`src/rtl/vr_seq_pkg.sv`:
```
// Constants, types and register map of the regulator sequencer.
// Assumes a single pclk domain; analog comparators arrive as
// synchronous levels.
package vr_seq_pkg;

  localparam int NUM_PHASES = 3;
  localparam int SS_CNT_W   = 11;
  localparam int CODE_W     = 5;

  // Soft-start counts in phase-clock cycles
  localparam logic [SS_CNT_W-1:0] INHIBIT_CYCLES   = 11'h020;
  localparam logic [SS_CNT_W-1:0] CLAMP_CYCLES_DEF = 11'h096;
  localparam logic [SS_CNT_W-1:0] SS_LAST          = 11'h7ff;
  localparam logic [SS_CNT_W-1:0] CNT_ONE          = 11'h001;

  // Voltage code: zero is highest, all ones is off
  localparam logic [CODE_W-1:0] CODE_OFF  = 5'h1f;
  localparam logic [CODE_W-1:0] CODE_STEP = 5'h01;

  // Register byte addresses
  localparam int          ADDR_W      = 8;
  localparam logic [7:0]  ADDR_CTRL   = 8'h00;
  localparam logic [7:0]  ADDR_STATUS = 8'h04;
  localparam logic [7:0]  ADDR_REF    = 8'h08;
  localparam logic [7:0]  ADDR_SSCNT  = 8'h0c;

  // Field positions
  localparam int ST_GOOD_BIT    = 0;
  localparam int ST_UV_BIT      = 1;
  localparam int ST_OVL_BIT     = 2;
  localparam int ST_OVCLAMP_BIT = 3;
  localparam int ST_STATE_LSB   = 4;
  localparam int REF_CUR_LSB    = 0;
  localparam int REF_TGT_LSB    = 8;

  typedef enum logic [2:0] {
    S_SHUT, S_INHIBIT, S_CLAMP, S_RAMP, S_RUN, S_OVSTOP
  } seq_state_t;

  typedef struct packed {
    logic ov;        // Output above overvoltage limit
    logic at_target; // Output back at the coded level
    logic uv;        // Output below undervoltage threshold
  } sense_t;

  typedef struct packed {
    logic [CODE_W-1:0] seen;
    logic [CODE_W-1:0] target;
    logic [CODE_W-1:0] ref_code;
    logic              half;
  } step_st_t;

  typedef struct packed {
    seq_state_t            st;
    logic [SS_CNT_W-1:0]   cnt;
    logic                  ov_latched;
    logic                  ov_clamp;
    logic                  good;
    logic [NUM_PHASES-1:0] pwm_out;
    logic [NUM_PHASES-1:0] pwm_oe;
    logic                  dac_inhibit;
    logic                  ramp_active;
    logic [SS_CNT_W-1:0]   clamp_len;
    logic [31:0]           prdata;
    logic                  pslverr;
  } seq_st_t;

  localparam seq_st_t SEQ_RST = '{
    st: S_SHUT, cnt: '0, ov_latched: 1'b0, ov_clamp: 1'b0,
    good: 1'b0, pwm_out: '0, pwm_oe: '0, dac_inhibit: 1'b1,
    ramp_active: 1'b0, clamp_len: CLAMP_CYCLES_DEF,
    prdata: '0, pslverr: 1'b0};

endpackage : vr_seq_pkg

```
`src/rtl/vid_stepper.sv`:
```
// Voltage-code tracker that steps the reference one code at a time.
// Assumes cyc_pulse is one pclk wide at each phase-1 cycle start.
`timescale 1ns/100ps

module code_stepper
  import vr_seq_pkg::*;
(
  input  wire logic              pclk,      // Clock
  input  wire logic              presetn,   // Async reset, low
  input  wire logic              cyc_pulse, // Phase-1 cycle start
  input  wire logic              reload,    // Load code directly
  input  wire logic [CODE_W-1:0] code_in,   // Voltage code
  output logic      [CODE_W-1:0] ref_code,  // Stepped reference
  output logic      [CODE_W-1:0] target     // Accepted target
);

  step_st_t s;
  step_st_t next_s;

  function automatic logic [CODE_W-1:0] step_toward(
    input logic [CODE_W-1:0] cur,
    input logic [CODE_W-1:0] dst);
    if (cur < dst) begin
      return cur + CODE_STEP;
    end else if (cur > dst) begin
      return cur - CODE_STEP;
    end
    return cur;
  endfunction : step_toward

  always_comb begin
    next_s = s;
    if (reload) begin
      next_s.seen = code_in;
      next_s.half = 1'b0;
      if (code_in != CODE_OFF) begin
        next_s.target   = code_in;
        next_s.ref_code = code_in;
      end
    end else if (cyc_pulse) begin
      next_s.seen = code_in;
      if (code_in == s.seen && code_in != CODE_OFF &&
          code_in != s.target) begin
        next_s.target = code_in;
        next_s.half   = 1'b0;
      end else if (s.ref_code != s.target) begin
        next_s.half = ~s.half;
        if (s.half) begin
          next_s.ref_code = step_toward(s.ref_code, s.target);
        end
      end
    end
  end

  always_ff @(posedge pclk or negedge presetn) begin
    if (!presetn) begin
      s <= '0;
    end else begin
      s <= next_s;
    end
  end

  assign ref_code = s.ref_code;
  assign target   = s.target;
endmodule : code_stepper

```
`src/rtl/vr_enable_softstart_vid_seq.sv`:
```
// Enable, soft-start, protection and power-good sequencer of a
// multi-phase buck controller, with an APB register slave.
// Assumes all inputs synchronous to pclk; phase_pulse is one pclk
// wide per phase-1 switching cycle; tri-state resolved outside.
//
// Notes on behaviour
// - Overvoltage drives every phase output low
// - Release phases to hi-Z at target
// - Reclamp each time overvoltage returns
// - Overvoltage stops switching until enable cycled
// - Undervoltage only drops power-good, unlatched
// - Shut-down holds phase outputs hi-Z
// - No start before supply-good report
// - Oscillator runs only while enable high
// - All-ones code shuts down, others start
// - All enables true starts soft-start
// - First 32 cycles inhibit, hi-Z
// - Then hold phases low about 150
// - Then switch, ramp duty from zero
// - Power-good only at 2048th cycle
// - Eleven-bit counter advances per phase pulse
// - Sample code only at cycle start; code loads every pclk in shut-down, and the off code acts on any pclk
// - Stable code: one step per two cycles
// - Code zero highest, all ones off
//
// The implementer's own choices: the register offsets and the APB register port.
`timescale 1ns/100ps

module vr_enable_softstart_vid_seq
  import vr_seq_pkg::*;
(
  input  wire logic                  pclk,        // 20 MHz clock
  input  wire logic                  presetn,     // Async reset
  input  wire logic                  psel,        // APB select
  input  wire logic                  penable,     // APB enable
  input  wire logic                  pwrite,      // APB write
  input  wire logic [ADDR_W-1:0]     paddr,       // APB address
  input  wire logic [31:0]           pwdata,      // APB write data
  output logic      [31:0]           prdata,      // APB read data
  output logic                       pready,      // APB ready
  output logic                       pslverr,     // APB error
  input  wire logic                  por_ok,      // Supply good
  input  wire logic                  freq_select_enable_input, // Enable
  input  wire logic                  phase_pulse, // Phase-1 start
  input  wire logic [CODE_W-1:0]     voltage_code_bits, // Code
  input  wire sense_t                sense,       // Comparators
  input  wire logic [NUM_PHASES-1:0] pwm_demand,  // Modulator
  output logic      [NUM_PHASES-1:0] pwm_out,     // Phase level
  output logic      [NUM_PHASES-1:0] pwm_oe,      // Phase drive
  output logic                       osc_run,     // Oscillator on
  output logic                       dac_inhibit, // Reference off
  output logic                       ramp_active, // Duty ramp
  output logic      [CODE_W-1:0]     reference_level, // Ref code
  output logic      [CODE_W-1:0]     voltage_id_code, // Target
  output logic                       power_good_flag  // Good
);

  seq_st_t s;
  seq_st_t next_s;

  logic                en_ok;
  logic                run_ok;
  logic                ov_hit;
  logic                cnt_tick;
  logic [SS_CNT_W-1:0] cnt_inc;
  logic [SS_CNT_W-1:0] clamp_end;
  logic                apb_setup;
  logic                apb_write;
  logic                addr_hit;

  // Reference stepping on the phase clock
  code_stepper u_step (
    .pclk      (pclk),
    .presetn   (presetn),
    .cyc_pulse (phase_pulse),
    .reload    (s.st == S_SHUT),
    .code_in   (voltage_code_bits),
    .ref_code  (reference_level),
    .target    (voltage_id_code)
  );

  assign en_ok     = por_ok && freq_select_enable_input;
  assign run_ok    = en_ok && (voltage_code_bits != CODE_OFF);
  assign ov_hit    = en_ok && (sense.ov || s.ov_latched);
  assign cnt_tick  = phase_pulse;
  assign cnt_inc   = s.cnt + CNT_ONE;
  assign clamp_end = INHIBIT_CYCLES + s.clamp_len;

  assign apb_setup = psel && !penable;
  assign apb_write = psel && penable && pwrite;
  assign addr_hit  = (paddr == ADDR_CTRL) ||
                     (paddr == ADDR_STATUS) ||
                     (paddr == ADDR_REF) ||
                     (paddr == ADDR_SSCNT);

  always_comb begin
    next_s = s;

    // Overvoltage latch and clamp tracking
    if (!en_ok) begin
      next_s.ov_latched = 1'b0;
      next_s.ov_clamp   = 1'b0;
    end else begin
      if (sense.ov) begin
        next_s.ov_latched = 1'b1;
        next_s.ov_clamp   = 1'b1;
      end else if (sense.at_target) begin
        next_s.ov_clamp = 1'b0;
      end
    end

    // Sequencer
    if (!en_ok) begin
      next_s.st  = S_SHUT;
      next_s.cnt = '0;
    end else if (ov_hit) begin
      next_s.st  = S_OVSTOP;
      next_s.cnt = '0;
    end else if (!run_ok) begin
      next_s.st  = S_SHUT;
      next_s.cnt = '0;
    end else begin
      unique case (s.st)
        S_SHUT: begin
          next_s.st  = S_INHIBIT;
          next_s.cnt = '0;
        end
        S_INHIBIT: begin
          if (cnt_tick) begin
            next_s.cnt = cnt_inc;
            if (cnt_inc == INHIBIT_CYCLES) begin
              next_s.st = S_CLAMP;
            end
          end
        end
        S_CLAMP: begin
          if (cnt_tick) begin
            next_s.cnt = cnt_inc;
            if (cnt_inc == clamp_end) begin
              next_s.st = S_RAMP;
            end
          end
        end
        S_RAMP: begin
          if (cnt_tick) begin
            if (s.cnt == SS_LAST) begin
              next_s.st = S_RUN;
            end else begin
              next_s.cnt = cnt_inc;
            end
          end
        end
        S_RUN: begin
          next_s.st = S_RUN;
        end
        S_OVSTOP: begin
          next_s.st = S_OVSTOP;
        end
      endcase
    end

    // Phase outputs follow the next state
    unique case (next_s.st)
      S_CLAMP: begin
        next_s.pwm_oe  = '1;
        next_s.pwm_out = '0;
      end
      S_RAMP, S_RUN: begin
        next_s.pwm_oe  = '1;
        next_s.pwm_out = pwm_demand;
      end
      S_OVSTOP: begin
        next_s.pwm_oe  = {NUM_PHASES{next_s.ov_clamp}};
        next_s.pwm_out = '0;
      end
      default: begin
        next_s.pwm_oe  = '0;
        next_s.pwm_out = '0;
      end
    endcase

    next_s.dac_inhibit = (next_s.st == S_SHUT) ||
                         (next_s.st == S_INHIBIT);
    next_s.ramp_active = (next_s.st == S_RAMP);
    next_s.good  = (next_s.st == S_RUN) && !sense.uv;

    // APB registers
    if (apb_write && paddr == ADDR_CTRL) begin
      next_s.clamp_len = pwdata[SS_CNT_W-1:0];
    end
    if (apb_setup) begin
      next_s.pslverr = !addr_hit;
      next_s.prdata  = '0;
      unique case (paddr)
        ADDR_CTRL: begin
          next_s.prdata[SS_CNT_W-1:0] = s.clamp_len;
        end
        ADDR_STATUS: begin
          next_s.prdata[ST_GOOD_BIT]       = s.good;
          next_s.prdata[ST_UV_BIT]         = sense.uv;
          next_s.prdata[ST_OVL_BIT]        = s.ov_latched;
          next_s.prdata[ST_OVCLAMP_BIT]    = s.ov_clamp;
          next_s.prdata[ST_STATE_LSB +: 3] = s.st;
        end
        ADDR_REF: begin
          next_s.prdata[REF_CUR_LSB +: CODE_W] = reference_level;
          next_s.prdata[REF_TGT_LSB +: CODE_W] = voltage_id_code;
        end
        ADDR_SSCNT: begin
          next_s.prdata[SS_CNT_W-1:0] = s.cnt;
        end
        default: begin
          next_s.prdata = '0;
        end
      endcase
    end
  end

  always_ff @(posedge pclk or negedge presetn) begin
    if (!presetn) begin
      s <= SEQ_RST;
    end else begin
      s <= next_s;
    end
  end

  assign pready          = 1'b1;
  assign prdata          = s.prdata;
  assign pslverr         = s.pslverr;
  assign pwm_out         = s.pwm_out;
  assign pwm_oe          = s.pwm_oe;
  assign osc_run         = freq_select_enable_input;
  assign dac_inhibit     = s.dac_inhibit;
  assign ramp_active     = s.ramp_active;
  assign power_good_flag = s.good;
endmodule : vr_enable_softstart_vid_seq

```
`config.mk`:
```
export PLATFORM = sky130hd
export DESIGN_NAME = vr_enable_softstart_vid_seq
export DESIGN_NICKNAME = d
export VERILOG_FILES = /design/src/rtl/vr_seq_pkg.sv /design/src/rtl/vid_stepper.sv /design/src/rtl/vr_enable_softstart_vid_seq.sv
export SDC_FILE = /design/constraint.sdc
export NUM_CORES = 1
export LEC_CHECK = 0
export BUFFER_PORTS_ARGS = -buffer_cell sky130_fd_sc_hd__clkbuf_2
export CORE_MARGIN = 4
export CORE_UTILIZATION = 54
export DETAILED_ROUTE_END_ITERATION = 8
export GPL_ROUTABILITY_DRIVEN = 0
export PLACE_DENSITY_LB_ADDON = 0.05
export SETUP_SLACK_MARGIN = 0.1
export SLEW_MARGIN = 20
export SYNTH_ARGS = -nofsm -noshare
export SYNTH_HDL_FRONTEND = slang
export SYNTH_SLANG_ARGS = --single-unit
```
`constraint.sdc`:
```
create_clock -name pclk -period 4.4 [get_ports pclk]
set_input_delay 0.22 -clock pclk [delete_from_list [all_inputs] [get_ports pclk]]
set_output_delay 0.22 -clock pclk [all_outputs]
set_load 0.02 [all_outputs]
```
==> run summary, run 1 <==
WL per Instance -> 17.04 um
Mean Syn Cell Area -> 9.367 um^2
Layout area overhead -> 6.263%
Antenna diode count -> 0
Routed wire length -> 10.17 mm
Sequential power share -> 39.6%
Max Freq -> 0.2944 GHz
Clk sinks -> 64
Combinational share of power -> 30.6%
GR Overflow Total -> 0
IO Count -> 113
Pins Over Slew Limit -> 0
Synth async-reset ratio -> 100.0%
Kind of critical path -> flop to flop
Area leader, netlist -> dfrtp_1
Most used cell, CP -> o21a_1
Max clock buf depth -> 2
Met3 GRT Util -> 5.357%
Clock slew at reported path FFs -> 0.07 ns
Layout cells sized above 1 -> 26.67%
Hold-fix buffers, CTS -> 1
Pwr Total -> 1.755 mW
Site row count -> 32
Input/output buffers -> 71
Synth Cell Area -> 4355 um^2
Critical path data required time -> 4.63 ns
First-pass DRT Iterations -> 4
First-pass GRT wire length -> 16.86 mm
Tmin final -> 3.397 ns
Setup Skew -> 0.009977 ns
Startpoint Class -> flop
CTS resizes -> 0
Crit end category -> flop
Vias per std cell -> 5.623
Final Hold Vio Count -> 0
Critical-path top delay cell -> dfrtp_1
Vias in the first global route -> 3253
Total track usage -> 21.91%
Yosys Warn Count -> 0
Clock power share -> 29.8%
Leak pwr -> 2.204 nW
Pwr per Cell Area -> 379.3 nW/um^2
DRT iter0 DRCs -> 111
Max stage delay on crit path -> 0.48 ns
Remaining DRCs -> 0
Synth area leaders -> dfrtp_1 34%, buf_4 9.1%, mux2_2 4.9%
Critical Path AT -> 3.63 ns
Most common cell in the synthesized netlist -> dfrtp_1
Distinct cells, synth -> 68
Die Width -> 97.81 um
Final HPWL DP -> 7.568 mm
Pint -> 1.155 mW
Worst skew pair latency -> 0.35 ns
Worst setup margin -> 1.003 ns
Total number of vias -> 3357
Most crowded layer after global routing -> met2
CTS tree -> done
Register area share after synthesis -> 36.91%
Depth of the CTS H-tree -> 3
Die Y -> 97.81 um
Max_cap viols -> 0
Crit-path max FO -> 6
P_sw -> 600.1 uW
Unrepaired setup endpoints after global routing -> false
Global-route met1 utilization -> 31.00%
Final Util -> 59.58%
Post-Route Setup TNS -> 0 ns
Antenna-violating nets left -> 0
Yosys reg bits -> 64
Core area -> 7767 um^2
Hold_ws -> 0.1078 ns
Peak supply drop -> 0.4060 mV
Worst-Margin Slew -> 0.8816 ns
Sw frac -> 34.19%
Status -> completed
Fin crit share -> 77.20%
Post-Synthesis Cells -> 465
Met2 usage -> 33.95%
Setup violators final -> 0
Post-synth top cells -> 59 x dfrtp_1, 53 x buf_4, 42 x nand2_1
CP bufs+invs -> 0
Type of the tightest min-delay check -> primary input to flop
Max_slew headroom -> 40.77%
Initial core utilization -> 56.07%
Number of enable flip-flop cells after synthesis -> 0
Crit path cell chain -> ha_1 > nor2b_1 > o21a_1 > o21a_1 > o21a_1 > or2_2 > fa_1 > a21o_1 > a21oi_1 > nor3_1 > or2_2 > o311a_1
Nets@finish -> 563
CTS root buf -> clkbuf_8
Post-CTS setup repair buffer count -> 0
Post-synth top flop -> dfrtp_1
Share of the synthesized area in the top cell type -> 33.90%
Die ar. -> 9567 um^2
Largest net degree at the start of global routing -> 39
Cts bufs inserted -> 9
Setup WS pre-CTS -> 1.046 ns
Top Family by Delay on Critical Path -> compound AO/OA/AOI/OAI gates
Initial antenna violation count -> 0
layout by cell type, fill, tap and decap left out, types with 6 or more instances in the layout:
cell      Yosys  routed
clkbuf_2      1      71
clkbuf_8      0      11
xnor2_1      19      19
nand2_1      42      42
a21oi_1      14      14
o31ai_1      10      10
nor3_1       14      14
and3_1        6       6
xor2_1       13      13
mux2_2       19      19
nor2_1       28      28
nand3_1      13      13
ha_1         12      12
conb_1        2      20
o21ai_0      33      33
inv_1        15      15
dfrtp_1      59      59
registers in the layout, indices dropped and copies added, names as in the netlist:
signal,cells
s,27
prdata,13
u_step.s,6
u_step.ref_code,5
u_step.target,5
pwm_out,3
dac_inhibit,1
power_good_flag,1
pslverr,1
pwm_oe,1
ramp_active,1
cells by family (layout without fill, tap and decap cells):
kind of cell    after synthesis  in the layout  share of synthesized area [%]
compound gates               97             97                          15.02
xor+xnor                     32             32                          6.435
fa+ha+maj                    13             13                          3.907
buf+inv                      93            105                          12.87
flops                        64             64                          36.91
mux                          31             31                          9.451
other cells                   2             20                         0.1724
simple gates                133            133                          15.23
worst register-to-register path: cells and delay by family (launching register included):
| family | cells | cell delay [ns] |
|---|---|---|
| flops | 1 | 0.48 |
| compound gates | 6 | 1.19 |
| fa+ha+maj | 2 | 0.78 |
| simple gates | 4 | 0.83 |
power groups by stage:
stage	Clock [mW]	Combinational, mW	Sequential [mW]
floorplan	0	0.463	0.679
finish	0.523	0.537	0.695
global route	0.562	0.601	0.701
detailed placement	0	0.535	0.704
CTS	0.531	0.539	0.693
global placement	0	0.516	0.703
cell type report:
| class | instances | area, um^2 |
|---|---|---|
| fill | 685 | 3139 |
| tap | 102 | 127.6 |
| sequential | 64 | 1608 |
| inverter | 16 | 60.06 |
| clock inverter | 3 | 42.54 |
| timing repair buffer | 74 | 380.4 |
| clock buffer | 12 | 155.1 |
| multi-input combinational | 326 | 2255 |
path summary, 6_finish.rpt:
check                                               start  slack [ns]                             end  depth (start not counted)
max                        u_step.ref_code[1]$_DFFE_PN0P_        1.00  u_step.ref_code[4]$_DFFE_PN0P_                         12
min                                             pwdata[9]        0.11               s[42]$_DFFE_PN0P_                          2
max reg2reg                u_step.ref_code[1]$_DFFE_PN0P_        1.00  u_step.ref_code[4]$_DFFE_PN0P_                         12
min reg2reg                         prdata[8]$_DFFE_PN0P_        0.48           prdata[8]$_DFFE_PN0P_                          2
max in group asynchronous                         presetn        2.97               s[34]$_DFFE_PN1P_                          3
min in group asynchronous                         presetn        0.44          prdata[10]$_DFFE_PN0P_                          2
stage by stage:
step                instance area [um^2]  cells
floorplan                           4423    483
global placement                    4420    581
detailed placement                  4420    581
CTS                                 4628    597
global route                        4628    597
finish                              4628    597
metal layers:
metal | wire (um) | share of wire (%)
met3 | 522 | 5.1
met1 | 4812 | 47
met2 | 4730 | 46
met4 | 106 | 1.0
met5 | 0 | 0
No activity file was read; power rests on OpenSTA's default activity.
==> run 2: changes to the inputs <==
- CORE_UTILIZATION: 54 -> 49
- clock period: 4.4 -> 3 ns (I/O delays scaled with it)
==> run summary, run 2 (same netlist as run 1, synthesis figures left out) <==
Crit path cell chain -> ha_4 > nor2b_4 > o21a_1 > o21a_1 > o21a_1 > or2_4 > fa_2 > a21o_1 > a21oi_2 > nor3_2 > or2_4 > o311a_1 (was ha_1 > nor2b_1 > o21a_1 > o21a_1 > o21a_1 > or2_2 > fa_1 > a21o_1 > a21oi_1 > nor3_1 > or2_2 > o311a_1)
Most common cell after layout, fill and taps aside -> clkbuf_2 (unchanged)
Vias per std cell -> 5.457 (was 5.623)
Largest Register -> s (unchanged)
Kind of critical path -> flop to flop (unchanged)
Peak supply drop -> 0.7431 mV (was 0.4060 mV)
Critical-path top delay cell -> dfrtp_1 (unchanged)
Number of flip-flops in the largest register -> 27 (unchanged)
First-pass GRT wire length -> 17.14 mm (was 16.86 mm)
Cts bufs inserted -> 9 (unchanged)
Crit-path max FO -> 4 (was 6)
Remaining DRCs -> 0 (unchanged)
Startpoint Class -> flop (unchanged)
Max_slew headroom -> 41.54% (was 40.77%)
Max Freq -> 0.3364 GHz (was 0.2944 GHz)
Commonest non-fill, non-tap cells in the layout -> 71 x clkbuf_2, 59 x dfrtp_1, 42 x nand2_1 (unchanged)
Depth of the CTS H-tree -> 3 (unchanged)
Worst-Margin Slew -> 0.8769 ns (was 0.8816 ns)
Setup WS pre-CTS -> 0.006218 ns (was 1.046 ns)
Non-filler instance count after layout -> 633 (was 597)
Tmin final -> 2.973 ns (was 3.397 ns)
DRT iter0 DRCs -> 175 (was 111)
CTS tree -> done (unchanged)
Largest net degree at the start of global routing -> 34 (was 39)
Max stage delay on crit path -> 0.41 ns (was 0.48 ns)
Total track usage -> 21.37% (was 21.91%)
CTS root buf -> clkbuf_8 (unchanged)
Site row count -> 34 (was 32)
Final Util -> 56.55% (was 59.58%)
Routed wire length -> 10.75 mm (was 10.17 mm)
Clock slew at reported path FFs -> 0.07 ns (about the same)
Status -> completed (unchanged)
Post-Route Setup TNS -> 0 ns (unchanged)
Unrepaired setup endpoints after global routing -> true (was false)
Setup Skew -> 0.008770 ns (was 0.009977 ns)
Die Y -> 102.3 um (was 97.81 um)
Input/output buffers -> 71 (unchanged)
IO Count -> 113 (unchanged)
Leak pwr -> 2.354 nW (was 2.204 nW)
Initial antenna violation count -> 0 (unchanged)
Max_cap viols -> 0 (unchanged)
Nets@finish -> 592 (was 563)
Pins Over Slew Limit -> 0 (unchanged)
Antenna diode count -> 0 (unchanged)
Placed Cells -> 611 (was 581)
Vias in the first global route -> 3386 (was 3253)
Pwr per Cell Area -> 582.3 nW/um^2 (was 379.3 nW/um^2)
Crit end category -> flop (unchanged)
Layout area overhead -> 12.67% (was 6.263%)
Type of the tightest min-delay check -> primary input to flop (unchanged)
First-pass DRT Iterations -> 4 (unchanged)
Hold_ws -> 0.03743 ns (was 0.1078 ns)
Critical Path AT -> 3.20 ns (was 3.63 ns)
Worst setup margin -> 0.02714 ns (was 1.003 ns)
Setup violators final -> 0 (unchanged)
Critical path data required time -> 3.23 ns (was 4.63 ns)
Clk sinks -> 64 (unchanged)
Max clock buf depth -> 2 (unchanged)
WL per Instance -> 16.98 um (was 17.04 um)
Die ar. -> 10460 um^2 (was 9567 um^2)
Initial core utilization -> 50.19% (was 56.07%)
Most used cell, CP -> o21a_1 (unchanged)
Total number of vias -> 3454 (was 3357)
Worst skew pair latency -> 0.34 ns (was 0.35 ns)
GR Overflow Total -> 0 (unchanged)
Layout cells sized above 1 -> 32.38% (was 26.67%)
Final Hold Vio Count -> 0 (unchanged)
Die Width -> 102.3 um (was 97.81 um)
Antenna-violating nets left -> 0 (unchanged)
Final HPWL DP -> 8.129 mm (was 7.568 mm)
Core area -> 8678 um^2 (was 7767 um^2)
Fin crit share -> 99.10% (was 77.20%)
## run 2: final timing paths
| kind | endpoint | depth (start not counted) | slack, ns | from |
|---|---|---|---|---|
| setup / recovery | u_step.ref_code[4]$_DFFE_PN0P_ | 12 | 0.03 | u_step.ref_code[1]$_DFFE_PN0P_ |
| hold / removal | s[42]$_DFFE_PN0P_ | 2 | 0.04 | pwdata[9] |
| setup reg to reg | u_step.ref_code[4]$_DFFE_PN0P_ | 12 | 0.03 | u_step.ref_code[1]$_DFFE_PN0P_ |
| hold reg to reg | prdata[9]$_DFFE_PN0P_ | 2 | 0.48 | prdata[9]$_DFFE_PN0P_ |
| max in group asynchronous | s[34]$_DFFE_PN1P_ | 3 | 1.73 | presetn |
| min in group asynchronous | prdata[6]$_DFFE_PN0P_ | 2 | 0.45 | presetn |
## run 2: where the power goes
group	switching [mW]	internal, mW
Clock	0.349	0.379
Combinational	0.593	0.567
Sequential	0.0464	0.923
Total	0.988	1.87
## run 2: final cells by class
class,instances,area (um^2)
Fill cell,804,3771
Multi-Input combinational cell,326,2311
Sequential cell,64,1608
Timing Repair Buffer,103,605.6
Tap cell,108,135.1
Clock buffer,10,127.6
Clock inverter,6,60.06
Inverter,16,60.06
## run 2: timing repair
| item | CTS | global route |
|---|---|---|
| setup buffers | 0 | 5 |
| endpoints found under the setup margin | 1 | 2 |
| gates resized for setup | 0 | 11 |
| endpoints found under the hold margin | 28 | 0 |
| pin swaps | 0 | 8 |
| hold buffers | 1 | 0 |
## run 2: critical path, delay by kind of cell, from the launching register on
kind                     cells  cell delay [ns]
AO/OA/AOI/OAI                6             1.12
adder cells (fa/ha/maj)      2             0.63
flip-flops                   1             0.41
AND/OR/NAND/NOR              4             0.70
## run 2: stage by stage
stage,instance area [um^2],total power [mW]
6_report,4907,2.857
5_1_grt,4907,3.042
4_1_cts,4815,2.704
3_5_place_dp,4617,1.966
3_3_place_gp,4617,1.928
2_1_floorplan,4432,1.700
## run 2: metal layers
layer  global-route usage, %  part of all wire, %  up-vias
met3                   4.573                  6.7       13
met2                   33.48                   47      104
met1                   29.59                   45     1656
met4                   6.963                  1.6        0
met5                       0                    0        -
li1                        -                    -     1681
